`src/pkg/ccr_pkg.sv`:
```
`default_nettype none
package ccr_pkg;
  // register byte addresses
  localparam logic [11:0] REF_CTRL_ADDR = 12'h20C;
  localparam logic [11:0] CMP1_MAIN_ADDR = 12'h80C;
  localparam logic [11:0] CMP1_EDGE_ADDR = 12'h80D;
  localparam logic [11:0] CMP1_NEG_ADDR = 12'h80E;
  localparam logic [11:0] CMP1_POS_ADDR = 12'h80F;
  localparam logic [11:0] CMP2_MAIN_ADDR = 12'h810;
  localparam logic [11:0] CMP2_EDGE_ADDR = 12'h811;
  localparam logic [11:0] CMP2_NEG_ADDR = 12'h812;
  localparam logic [11:0] CMP2_POS_ADDR = 12'h813;
  localparam logic [11:0] OUT_MIRROR_ADDR = 12'h81F;
  localparam logic [11:0] IRQ_STAT_ADDR = 12'h820;
  localparam logic [11:0] IRQ_MASK_ADDR = 12'h821;
  // field positions
  localparam int MAIN_EN_BIT = 7;
  localparam int MAIN_OUT_BIT = 6;
  localparam int MAIN_POL_BIT = 4;
  localparam int MAIN_HYS_BIT = 1;
  localparam int MAIN_SYNC_BIT = 0;
  localparam int RISE_EN_BIT = 1;
  localparam int FALL_EN_BIT = 0;
  localparam int REF_EN_BIT = 7;
  localparam int REF_RDY_BIT = 6;
  localparam int TEMP_ON_BIT = 5;
  localparam int TEMP_RNG_BIT = 4;
  localparam int BUF2_LSB = 2;
  localparam int BUF1_LSB = 0;
  // reset values
  localparam logic [7:0] REG_RESET = 8'h00;
  // settling time of the reference
  localparam int REF_SETTLE_NS = 25000;
  localparam int CLK_PERIOD_NS = 25;
  localparam int REF_SETTLE_CYC =
    (REF_SETTLE_NS + CLK_PERIOD_NS - 1) / CLK_PERIOD_NS;
  // source selector binary codes
  localparam logic [2:0] SEL_NONE = 3'h4;
  localparam logic [2:0] SEL_GND = 3'h7;

  typedef struct packed {
    logic [1:0] gain;
  } ccr_buf_t;

  typedef struct packed {
    logic [3:0] neg_pin;   // external inverting pins 0..3
    logic neg_opamp;
    logic neg_buf2;
    logic neg_gnd;
    logic pos_pin0;
    logic pos_conv1;
    logic pos_conv2;
    logic pos_buf2;
    logic pos_gnd;
  } ccr_route_t;

  typedef enum logic [1:0] {
    REF_OFF = 2'b00,
    REF_SETTLE = 2'b01,
    REF_READY = 2'b11
  } ccr_ref_state_t;
endpackage : ccr_pkg
`default_nettype wire

```
`src/logic/ccr_top.sv`:
```
// Function
// RQ1: rise enable set: a low-to-high result edge sets that comparator's flag.
// RQ2: fall enable set: a high-to-low result edge sets that comparator's flag.
// RQ3: inverting select: 0-3 pins, 4 none, 5 op-amp, 6 buffer two, 7 ground.
// RQ4: noninverting select: 0 pin, 1-3 none, 4/5 converters, 6 buffer two, 7 gnd.
// RQ5: on the smallest package, external pin sources are never selected.
// RQ6: output mirror shows comparator 1 at bit 0, comparator 2 at bit 1.
// RQ7: reference enable bit 7 turns the fixed reference on or off.
// RQ8: ready bit 6 reads 1 only after the enabled reference settled.
// RQ9: buffer two gain at bits 3:2: off, 1x, 2x, 4x.
// RQ10: buffer one gain at bits 1:0: off, 1x, 2x, 4x.
// RQ11: buffer one feeds converter reference and input; buffer two the rest.
// RQ12: bit 5 turns the temperature indicator on.
// RQ13: bit 4 picks temperature range: 1 high, 0 low.
// RQ14: reference and temperature fields share one register byte.
// RQ15: software clears a flag before another edge is reported.
// RQ16: result bit is comparison xor invert; invert change also makes an edge.
// RQ17: edges found from synchronised result versus its previous-cycle copy.
//
// Local design decision: strobed register access.
`default_nettype none
module ccr_top
  import ccr_pkg::*;
#(
  parameter bit SMALL_PKG = 1'b0,
  parameter int SETTLE_CYC = REF_SETTLE_CYC
) (
  input wire logic ref_clk_i,
  input wire logic rst_n_i,
  input wire logic [11:0] addr_i,
  input wire logic [7:0] wdata_i,
  input wire logic wr_i,
  input wire logic rd_i,
  output logic [7:0] rdata_o,
  input wire logic [1:0] cmp_raw_i,
  input wire logic ref_settled_i,
  output logic irq_o,
  output logic [1:0] cmp_edge_flag_o,
  output logic [1:0] cmp_en_o,
  output logic [1:0] cmp_hys_o,
  output logic [1:0] cmp_sync_o,
  output ccr_route_t [1:0] route_o,
  output logic ref_on_o,
  output ccr_buf_t buf1_o,
  output ccr_buf_t buf2_o,
  output logic buf1_to_adc_ref_o,
  output logic buf1_to_adc_in_o,
  output logic buf2_to_cmp_dac_o,
  output logic buf2_to_adc_in_o,
  output logic temp_sense_on_o,
  output logic temp_range_sel_o
);

  logic [7:0] main_q [2], main_d [2];
  logic [1:0] edge_en_q [2], edge_en_d [2];
  logic [2:0] neg_q [2], neg_d [2];
  logic [2:0] pos_q [2], pos_d [2];
  logic [7:0] ref_q, ref_d;
  logic [1:0] stat_q, stat_d, mask_q, mask_d;
  logic [7:0] rdata_q, rdata_d;
  logic [1:0] s1_q, s2_q, s3_q, raw_q;
  logic [1:0] res_q, res_d, prev_q;
  logic [1:0] rise_ev, fall_ev, edge_ev;
  ccr_ref_state_t st_q, st_d;
  logic [15:0] cnt_q, cnt_d;
  logic [2:0] rs1_q;
  logic rdy_raw_q;
  ccr_route_t route_d [2];
  ccr_route_t [1:0] route_q;

  // three-stage synchroniser; a change counts when stages two and three agree
  always_ff @(posedge ref_clk_i or negedge rst_n_i) begin
    if (!rst_n_i) begin
      s1_q <= 2'h0;
      s2_q <= 2'h0;
      s3_q <= 2'h0;
      raw_q <= 2'h0;
      rs1_q <= 3'h0;
      rdy_raw_q <= 1'b0;
    end else begin
      s1_q <= cmp_raw_i;
      s2_q <= s1_q;
      s3_q <= s2_q;
      raw_q <= (s2_q & s3_q) | (raw_q & (s2_q | s3_q));
      rs1_q <= {rs1_q[1:0], ref_settled_i};
      if (rs1_q[1] == rs1_q[2]) begin
        rdy_raw_q <= rs1_q[2];
      end
    end
  end

  // polarity applied after sync; edges versus previous cycle
  always_comb begin
    for (int i = 0; i < 2; i++) begin
      res_d[i] = raw_q[i] ^ main_q[i][MAIN_POL_BIT]; // [RQ16] [RQ17]
    end
    rise_ev = res_q & ~prev_q;
    fall_ev = ~res_q & prev_q;
    for (int i = 0; i < 2; i++) begin
      edge_ev[i] = (rise_ev[i] & edge_en_q[i][RISE_EN_BIT])    // [RQ1]
        | (fall_ev[i] & edge_en_q[i][FALL_EN_BIT]);           // [RQ2]
    end
  end

  // reference settle state machine
  always_comb begin
    st_d = st_q;
    cnt_d = cnt_q;
    case (st_q)
      REF_OFF: begin
        cnt_d = 16'h0000;
        if (ref_q[REF_EN_BIT]) st_d = REF_SETTLE; // [RQ7]
      end
      REF_SETTLE: begin
        if (!ref_q[REF_EN_BIT]) begin
          st_d = REF_OFF;
        end else if (cnt_q >= 16'(SETTLE_CYC - 1) && rdy_raw_q) begin
          st_d = REF_READY; // [RQ8]
        end else if (cnt_q < 16'(SETTLE_CYC - 1)) begin
          cnt_d = cnt_q + 16'h0001;
        end
      end
      REF_READY: begin
        if (!ref_q[REF_EN_BIT] || !rdy_raw_q) st_d = REF_OFF; // [RQ8]
      end
      default: st_d = REF_OFF;
    endcase
  end

  // register writes, sticky flags and read data
  always_comb begin
    for (int i = 0; i < 2; i++) begin
      main_d[i] = main_q[i];
      edge_en_d[i] = edge_en_q[i];
      neg_d[i] = neg_q[i];
      pos_d[i] = pos_q[i];
    end
    ref_d = ref_q;
    mask_d = mask_q;
    stat_d = stat_q;
    rdata_d = 8'h00;
    if (wr_i) begin
      case (addr_i)
        CMP1_MAIN_ADDR: main_d[0] = wdata_i & 8'h93;
        CMP2_MAIN_ADDR: main_d[1] = wdata_i & 8'h93;
        CMP1_EDGE_ADDR: edge_en_d[0] = wdata_i[1:0];
        CMP2_EDGE_ADDR: edge_en_d[1] = wdata_i[1:0];
        CMP1_NEG_ADDR: neg_d[0] = wdata_i[2:0];
        CMP2_NEG_ADDR: neg_d[1] = wdata_i[2:0];
        CMP1_POS_ADDR: pos_d[0] = wdata_i[2:0];
        CMP2_POS_ADDR: pos_d[1] = wdata_i[2:0];
        REF_CTRL_ADDR: ref_d = wdata_i & 8'hBF; // [RQ14]
        IRQ_MASK_ADDR: mask_d = wdata_i[1:0];
        default: ;
      endcase
    end
    if (rd_i) begin
      case (addr_i)
        CMP1_MAIN_ADDR: rdata_d = {main_q[0][7], res_q[0], main_q[0][5:0]};
        CMP2_MAIN_ADDR: rdata_d = {main_q[1][7], res_q[1], main_q[1][5:0]};
        CMP1_EDGE_ADDR: rdata_d = {6'h00, edge_en_q[0]};
        CMP2_EDGE_ADDR: rdata_d = {6'h00, edge_en_q[1]};
        CMP1_NEG_ADDR: rdata_d = {5'h00, neg_q[0]};
        CMP2_NEG_ADDR: rdata_d = {5'h00, neg_q[1]};
        CMP1_POS_ADDR: rdata_d = {5'h00, pos_q[0]};
        CMP2_POS_ADDR: rdata_d = {5'h00, pos_q[1]};
        OUT_MIRROR_ADDR: rdata_d = {6'h00, res_q}; // [RQ6]
        REF_CTRL_ADDR: rdata_d = {ref_q[REF_EN_BIT],
          st_q == REF_READY && ref_q[REF_EN_BIT],
          ref_q[5:0]}; // [RQ8] [RQ14]
        IRQ_STAT_ADDR: begin
          rdata_d = {6'h00, stat_q};
          stat_d = 2'h0; // read clears [RQ15]
        end
        IRQ_MASK_ADDR: rdata_d = {6'h00, mask_q};
        default: rdata_d = 8'h00;
      endcase
    end
    stat_d = stat_d | edge_ev; // set wins over clear [RQ1] [RQ2]
  end

  // channel decode, one selector pair per comparator
  always_comb begin
    for (int i = 0; i < 2; i++) begin
      route_d[i] = '0;
      if (main_q[i][MAIN_EN_BIT]) begin
        case (neg_q[i])
          3'h0, 3'h1, 3'h2, 3'h3: route_d[i].neg_pin[neg_q[i][1:0]] =
            !SMALL_PKG; // [RQ3] [RQ5]
          SEL_NONE: ;
          3'h5: route_d[i].neg_opamp = 1'b1;
          3'h6: route_d[i].neg_buf2 = 1'b1;
          SEL_GND: route_d[i].neg_gnd = 1'b1;
          default: ;
        endcase
        case (pos_q[i])
          3'h0: route_d[i].pos_pin0 = !SMALL_PKG; // [RQ4] [RQ5]
          3'h4: route_d[i].pos_conv1 = 1'b1;
          3'h5: route_d[i].pos_conv2 = 1'b1;
          3'h6: route_d[i].pos_buf2 = 1'b1;
          SEL_GND: route_d[i].pos_gnd = 1'b1;
          default: ;
        endcase
      end
    end
  end

  // register everything
  always_ff @(posedge ref_clk_i or negedge rst_n_i) begin
    if (!rst_n_i) begin
      for (int i = 0; i < 2; i++) begin
        main_q[i] <= REG_RESET;
        edge_en_q[i] <= 2'h0;
        neg_q[i] <= 3'h0;
        pos_q[i] <= 3'h0;
      end
      ref_q <= REG_RESET;
      stat_q <= 2'h0;
      mask_q <= 2'h0;
      rdata_q <= 8'h00;
      res_q <= 2'h0;
      prev_q <= 2'h0;
      st_q <= REF_OFF;
      cnt_q <= 16'h0000;
      route_q <= '0;
      irq_o <= 1'b0;
      cmp_edge_flag_o <= 2'h0;
      cmp_en_o <= 2'h0;
      cmp_hys_o <= 2'h0;
      cmp_sync_o <= 2'h0;
      ref_on_o <= 1'b0;
      buf1_o <= '0;
      buf2_o <= '0;
      buf1_to_adc_ref_o <= 1'b0;
      buf1_to_adc_in_o <= 1'b0;
      buf2_to_cmp_dac_o <= 1'b0;
      buf2_to_adc_in_o <= 1'b0;
      temp_sense_on_o <= 1'b0;
      temp_range_sel_o <= 1'b0;
    end else begin
      for (int i = 0; i < 2; i++) begin
        main_q[i] <= main_d[i];
        edge_en_q[i] <= edge_en_d[i];
        neg_q[i] <= neg_d[i];
        pos_q[i] <= pos_d[i];
        route_q[i] <= route_d[i];
        cmp_en_o[i] <= main_d[i][MAIN_EN_BIT];
        cmp_hys_o[i] <= main_d[i][MAIN_HYS_BIT];
        cmp_sync_o[i] <= main_d[i][MAIN_SYNC_BIT];
      end
      ref_q <= ref_d;
      stat_q <= stat_d;
      mask_q <= mask_d;
      rdata_q <= rdata_d;
      res_q <= res_d;
      prev_q <= res_q; // [RQ17]
      st_q <= st_d;
      cnt_q <= cnt_d;
      irq_o <= |(stat_d & mask_d);
      cmp_edge_flag_o <= stat_d;
      ref_on_o <= ref_d[REF_EN_BIT]; // [RQ7]
      buf1_o.gain <= ref_d[BUF1_LSB +: 2]; // [RQ10]
      buf2_o.gain <= ref_d[BUF2_LSB +: 2]; // [RQ9]
      buf1_to_adc_ref_o <= |ref_d[BUF1_LSB +: 2]; // [RQ11]
      buf1_to_adc_in_o <= |ref_d[BUF1_LSB +: 2]; // [RQ11]
      buf2_to_cmp_dac_o <= |ref_d[BUF2_LSB +: 2]; // [RQ11]
      buf2_to_adc_in_o <= |ref_d[BUF2_LSB +: 2]; // [RQ11]
      temp_sense_on_o <= ref_d[TEMP_ON_BIT]; // [RQ12]
      temp_range_sel_o <= ref_d[TEMP_RNG_BIT]; // [RQ13]
    end
  end
  assign rdata_o = rdata_q;
  assign route_o = route_q;

  // a result edge with its enable shows on the flag one cycle later
  rise_flag_a: assert property ( // [RQ1]
    @(posedge ref_clk_i) disable iff (!rst_n_i)
    (rise_ev[0] && edge_en_q[0][RISE_EN_BIT]) |=> cmp_edge_flag_o[0])
    else $error("rise edge did not set flag");
  fall_flag_a: assert property ( // [RQ2]
    @(posedge ref_clk_i) disable iff (!rst_n_i)
    (fall_ev[1] && edge_en_q[1][FALL_EN_BIT]) |=> cmp_edge_flag_o[1])
    else $error("fall edge did not set flag");
  no_flag_a: assert property ( // [RQ15]
    @(posedge ref_clk_i) disable iff (!rst_n_i)
    (!stat_q[0] && !edge_ev[0] && !(rd_i && addr_i == IRQ_STAT_ADDR))
    |=> !stat_q[0])
    else $error("flag set without edge");
  stat_clear_a: assert property ( // [RQ15]
    @(posedge ref_clk_i) disable iff (!rst_n_i)
    (rd_i && addr_i == IRQ_STAT_ADDR && !edge_ev[0]) |=> !stat_q[0])
    else $error("status read did not clear flag");
  edge_pulse_a: assert property ( // [RQ17]
    @(posedge ref_clk_i) disable iff (!rst_n_i)
    rise_ev[0] |=> !rise_ev[0])
    else $error("edge event longer than one cycle");
  mirror_bits_a: assert property ( // [RQ6]
    @(posedge ref_clk_i) disable iff (!rst_n_i)
    (rd_i && addr_i == OUT_MIRROR_ADDR) |=> rdata_o == {6'h00, $past(res_q)})
    else $error("mirror read wrong");
  rdata_idle_a: assert property ( // strobed register access
    @(posedge ref_clk_i) disable iff (!rst_n_i)
    !rd_i |=> rdata_o == 8'h00)
    else $error("read data outside read cycle");
  ready_off_a: assert property ( // [RQ8]
    @(posedge ref_clk_i) disable iff (!rst_n_i)
    !ref_q[REF_EN_BIT] |=> st_q != REF_READY)
    else $error("ready while disabled");
  ready_bit_a: assert property ( // [RQ8]
    @(posedge ref_clk_i) disable iff (!rst_n_i)
    (rd_i && addr_i == REF_CTRL_ADDR && !ref_q[REF_EN_BIT])
    |=> !rdata_o[REF_RDY_BIT])
    else $error("ready bit read high while disabled");
  ref_enable_a: assert property ( // [RQ7]
    @(posedge ref_clk_i) disable iff (!rst_n_i)
    (wr_i && addr_i == REF_CTRL_ADDR) |=> ref_on_o == $past(wdata_i[7]))
    else $error("reference enable not applied");
  gain_bits_a: assert property ( // [RQ9] [RQ10]
    @(posedge ref_clk_i) disable iff (!rst_n_i)
    (wr_i && addr_i == REF_CTRL_ADDR) |=> buf2_o.gain == $past(wdata_i[3:2])
    && buf1_o.gain == $past(wdata_i[1:0]))
    else $error("buffer gains wrong");
  buf_route_a: assert property ( // [RQ11]
    @(posedge ref_clk_i) disable iff (!rst_n_i)
    buf1_to_adc_ref_o == (buf1_o.gain != 2'b00)
    && buf1_to_adc_in_o == (buf1_o.gain != 2'b00)
    && buf2_to_cmp_dac_o == (buf2_o.gain != 2'b00)
    && buf2_to_adc_in_o == (buf2_o.gain != 2'b00))
    else $error("buffer routing wrong");
  gnd_route_a: assert property ( // [RQ3]
    @(posedge ref_clk_i) disable iff (!rst_n_i)
    (main_q[0][MAIN_EN_BIT] && neg_q[0] == SEL_GND) |=> route_o[0].neg_gnd)
    else $error("ground not routed");
  pos_gnd_a: assert property ( // [RQ4]
    @(posedge ref_clk_i) disable iff (!rst_n_i)
    (main_q[1][MAIN_EN_BIT] && pos_q[1] == SEL_GND) |=> route_o[1].pos_gnd)
    else $error("positive ground not routed");
  route_off_a: assert property ( // [RQ3]
    @(posedge ref_clk_i) disable iff (!rst_n_i)
    !main_q[0][MAIN_EN_BIT] |=> route_o[0] == '0)
    else $error("disabled comparator has a route");
  small_pin_a: assert property ( // [RQ5]
    @(posedge ref_clk_i) disable iff (!rst_n_i)
    SMALL_PKG |-> (route_o[0].neg_pin == 4'h0 && route_o[1].neg_pin == 4'h0
    && !route_o[0].pos_pin0 && !route_o[1].pos_pin0))
    else $error("pin routed on small package");
  temp_bits_a: assert property ( // [RQ12] [RQ13]
    @(posedge ref_clk_i) disable iff (!rst_n_i)
    (wr_i && addr_i == REF_CTRL_ADDR) |=> temp_sense_on_o == $past(wdata_i[5])
    && temp_range_sel_o == $past(wdata_i[4]))
    else $error("temperature bits wrong");
  pol_edge_a: assert property ( // [RQ16]
    @(posedge ref_clk_i) disable iff (!rst_n_i)
    $changed(main_q[0][MAIN_POL_BIT]) && $stable(raw_q[0])
    |=> $changed(res_q[0]))
    else $error("polarity change made no edge");

endmodule // ccr_top
`default_nettype wire

```
`config.mk`:
```
export PLATFORM = sky130hd
export DESIGN_NAME = ccr_top
export DESIGN_NICKNAME = d
export VERILOG_FILES = /design/src/pkg/ccr_pkg.sv /design/src/logic/ccr_top.sv
export SDC_FILE = /design/constraint.sdc
export NUM_CORES = 1
export LEC_CHECK = 0
export BUFFER_PORTS_ARGS = -buffer_cell sky130_fd_sc_hd__buf_2
export CAP_MARGIN = 10
export CORE_MARGIN = 3
export CORE_UTILIZATION = 50
export CTS_CLUSTER_DIAMETER = 120
export DETAILED_ROUTE_END_ITERATION = 8
export GPL_TIMING_DRIVEN = 1
export MAX_ROUTING_LAYER = met4
export PLACE_DENSITY_LB_ADDON = 0.15
export SLEW_MARGIN = 40
export SYNTH_ARGS = -nofsm -noshare
export SYNTH_HDL_FRONTEND = slang
export SYNTH_SLANG_ARGS = --single-unit
```
`constraint.sdc`:
```
create_clock -name ref_clk_i -period 4.1 [get_ports ref_clk_i]
set_input_delay 0.82 -clock ref_clk_i [delete_from_list [all_inputs] [get_ports ref_clk_i]]
set_output_delay 0.82 -clock ref_clk_i [all_outputs]
set_load 0.005 [all_outputs]
```
==> flow_metrics.env <==
export IMPL_crit_type="primary input to flop"
export IMPL_cp_startpoint="addr_i[0]"
export IMPL_post_dp_hpwl_um=6470
export IMPL_cts_tree="done"
export IMPL_cp_slowest_stage_delay_ps=490
export IMPL_fmax_ghz=0.429
export IMPL_rr_endpoint="cnt_q[3]"
export IMPL_min_from="s1_q[1]"
export IMPL_peakVddDrop_v=0.000238
export IMPL_cts_resized=0
export IMPL_power_share_combinational_pct=4.2
export IMPL_p_leak_nw=2.52
export IMPL_start_kind="primary input"
export IMPL_postCtsHoldBufs=0
export IMPL_grtUsageTotal_pct=20.2
export IMPL_reg2regPathDepth=6
export IMPL_relSlewSlack_pct=51.4
export IMPL_cpMaxStageDelayCell="and2_1"
export IMPL_worst_ep_arrival_time_ps=2580
export IMPL_switchingPower_uw=413
export IMPL_clockBufferDepth=2
export IMPL_num_antenna_cells=0
export IMPL_wl_per_cell_um=16.8
export IMPL_postCtsSetupBuffers=0
export IMPL_clkPwrFrac_pct=37.5
export IMPL_syn_avg_cell_area_um2=12.0
export IMPL_fin_setup_tns_ps=0
export IMPL_synthArstFlopShare_pct=100
export IMPL_synth_edf_count=0
export IMPL_antenna_left=0
export IMPL_io_buffers=77
export IMPL_vias=3031
export IMPL_cap_violations=0
export IMPL_seqPwrFrac_pct=58.4
export IMPL_path_max_fanout=17
export IMPL_fp_dieH_um=99.7
export IMPL_internal_power_mw=1.39
export IMPL_dominantRegCellSynth="dfrtp_1"
export IMPL_chipWidth_um=99.7
export IMPL_grt_pass1_wl_um=15200
export IMPL_min_path_cells=0
export IMPL_cts_root_buf="clkbuf_8"
export IMPL_cts_sinks=104
export IMPL_dieArea_um2=9940
export IMPL_tightest_slew_ps=728
export IMPL_drt_initial_drc_count=135
export IMPL_routed_via_density=5.57
export IMPL_switching_share_pct=23.0
export IMPL_drv_slew=0
export IMPL_hold_ws_ps=354
export IMPL_synth_distinct_cells=57
export IMPL_cp_endpoint="ref_q[4]"
export IMPL_drc=0
export IMPL_rr_startpoint="cnt_q[0]"
export IMPL_grt_pass1_vias=2993
export IMPL_final_hold_viol_count=0
export IMPL_synth_area_um2=4390
export IMPL_num_rows=33
export IMPL_area_growth_syn_to_layout_pct=14.4
export IMPL_period_share_pct=56.8
export IMPL_final_setup_skew_ps=10.5
export IMPL_final_cell_mix="dfrtp_1 (104), buf_2 (76), nor2_1 (30)"
export IMPL_cts_made_buffers=9
export IMPL_ys_warn_count=0
export IMPL_core_area_um2=8380
export IMPL_grt_setup_unrepaired="no"
export IMPL_gr_total_overflow=0
export IMPL_antenna_found_initial=0
export IMPL_clock_latency_ps=360
export IMPL_p_per_area_nw_per_um2=358
export IMPL_fill_cells=685
export IMPL_ios=79
export IMPL_drtPass1Iterations=4
export IMPL_start_util_pct=52.4
export IMPL_final_common_cell="dfrtp_1"
export IMPL_drt_total_wl_um=9160
export IMPL_drive_gt1_share_pct=31.9
export IMPL_finalPower_mw=1.80
export IMPL_status="complete, no violations"
export IMPL_globalplace_congestion=0.848
export IMPL_final_setup_viol_count=0
export IMPL_h_tree_depth=3
export IMPL_cp_num_buf_inv=1
export IMPL_ff2ff_setup_slack_ps=2050
export IMPL_worst_path_stages=5
export IMPL_clk_pin_slew_ps=90
export IMPL_finalNetCount=462
export IMPL_path_delay_family="simple AND/OR/NAND/NOR gates"
export IMPL_ys_seq_elements=104
export IMPL_required_ps=4350
export IMPL_layout_min_cycle_time_ps=2330
export IMPL_syn_num_nets=393
export IMPL_grt_max_degree=83
export IMPL_yosysSeqAreaShare_pct=59.3
export IMPL_synthCells=365
export IMPL_worstHoldPathType="flop to flop"
export IMPL_endpoint_kind="flop"
export IMPL_cp_cell_sequence="buf_2 -> nor4b_1 -> and4_1 -> and2_1 -> mux2_2"
==> how the worst min path moves through the flow <==
stage | endpoint
after floorplan | rs1_q[1]
after global placement | s2_q[1]
after detailed placement | s2_q[1]
after CTS | s2_q[1]
after global routing | rs1_q[1]
final | s2_q[1]
==> metrics by stage <==
stage	std cells	instance area, um2	worst slack [ps]	utilization [%]
after floorplan	365	4390	1880	-
after global placement	528	4800	1360	57.3
after detailed placement	528	4810	1350	57.3
after CTS	544	5020	1750	59.9
after global routing	544	5020	1670	59.9
final	544	5020	1770	59.9
==> power groups by stage <==
stage / clock [mW] / sequential (mW) / combinational [mW]
global placement: 0 / 1.07 / 0.0747
detailed placement: 0 / 1.07 / 0.0760
finish: 0.674 / 1.05 / 0.0748
global route: 0.732 / 1.05 / 0.0848
floorplan: 0 / 1.07 / 0.0294
CTS: 0.690 / 1.05 / 0.0764
==> logic make-up after synthesis <==
group / count (synthesis) / share of synthesized area, %
XOR/XNOR: 2 / 0.399
flip-flops: 104 / 59.3
AND/OR/NAND/NOR: 140 / 17.6
multiplexers: 40 / 10.9
adder cells (fa/ha/maj): 4 / 0.969
AO/OA/AOI/OAI: 50 / 7.66
buffers and inverters: 25 / 3.16
==> synthesized netlist by cell type (all sizes together), types with 3 or more instances <==
| library cell | n | area, um2 |
|---|---|---|
| dfrtp | 104 | 2600 |
| mux2 | 32 | 375 |
| nand2 | 30 | 123 |
| nor2 | 30 | 113 |
| nor3 | 17 | 101 |
| buf | 15 | 98.8 |
| a21oi | 13 | 65.1 |
| nand3 | 12 | 65.1 |
| nand2b | 10 | 62.6 |
| o21ai | 8 | 40.0 |
| and2 | 7 | 46.3 |
| clkbuf | 6 | 25.0 |
| mux2i | 6 | 60.1 |
| nor3b | 6 | 45.0 |
| and3 | 5 | 31.3 |
| inv | 4 | 15.0 |
| nand4 | 4 | 25.0 |
| or3 | 4 | 25.0 |
| a21o | 3 | 22.5 |
| a22oi | 3 | 22.5 |
| a41oi | 3 | 26.3 |
| and4 | 3 | 26.3 |
| maj3 | 3 | 30.0 |
| nor2b | 3 | 21.3 |
| nor4b | 3 | 41.3 |
| o22ai | 3 | 18.8 |
==> flip-flops by register name, summed over array words and instances, names as in the netlist, 3 cells and up <==
signal,count
rdata_o,8
edge_en_q,4
pos_q,6
ref_q,5
main_q,5
rs1_q,3
neg_q,6
cnt_q,16
route_o,24
==> area by class of cell <==
type / instances / area (um2) / area share [%]
timing repair buffer: 79 / 407 / 8.09
multi-input combinational: 236 / 1660 / 32.9
inverter: 4 / 15.0 / 0.299
clock inverter: 5 / 62.6 / 1.25
sequential: 104 / 2600 / 51.8
clock buffer: 11 / 151 / 3.01
tap: 105 / 131 / 2.61
==> worst register-to-register path: stages, from the launching register on <==
cell	delay, ps
dfrtp_1	440
ha_1	310
a211o_1	320
nand3_1	120
a21oi_1	220
or3_1	420
a21oi_1	140
==> routing by layer <==
| metal | track usage, % | vias up | share of wire [%] |
|---|---|---|---|
| met5 | - | - | 0 |
| met4 | 6.51 | 0 | 1.2 |
| met1 | 29.1 | 1505 | 47 |
| met3 | 3.65 | 10 | 5.7 |
| met2 | 29.1 | 82 | 46 |
| li1 | - | 1434 | - |
(Power assumes the default switching activity.)
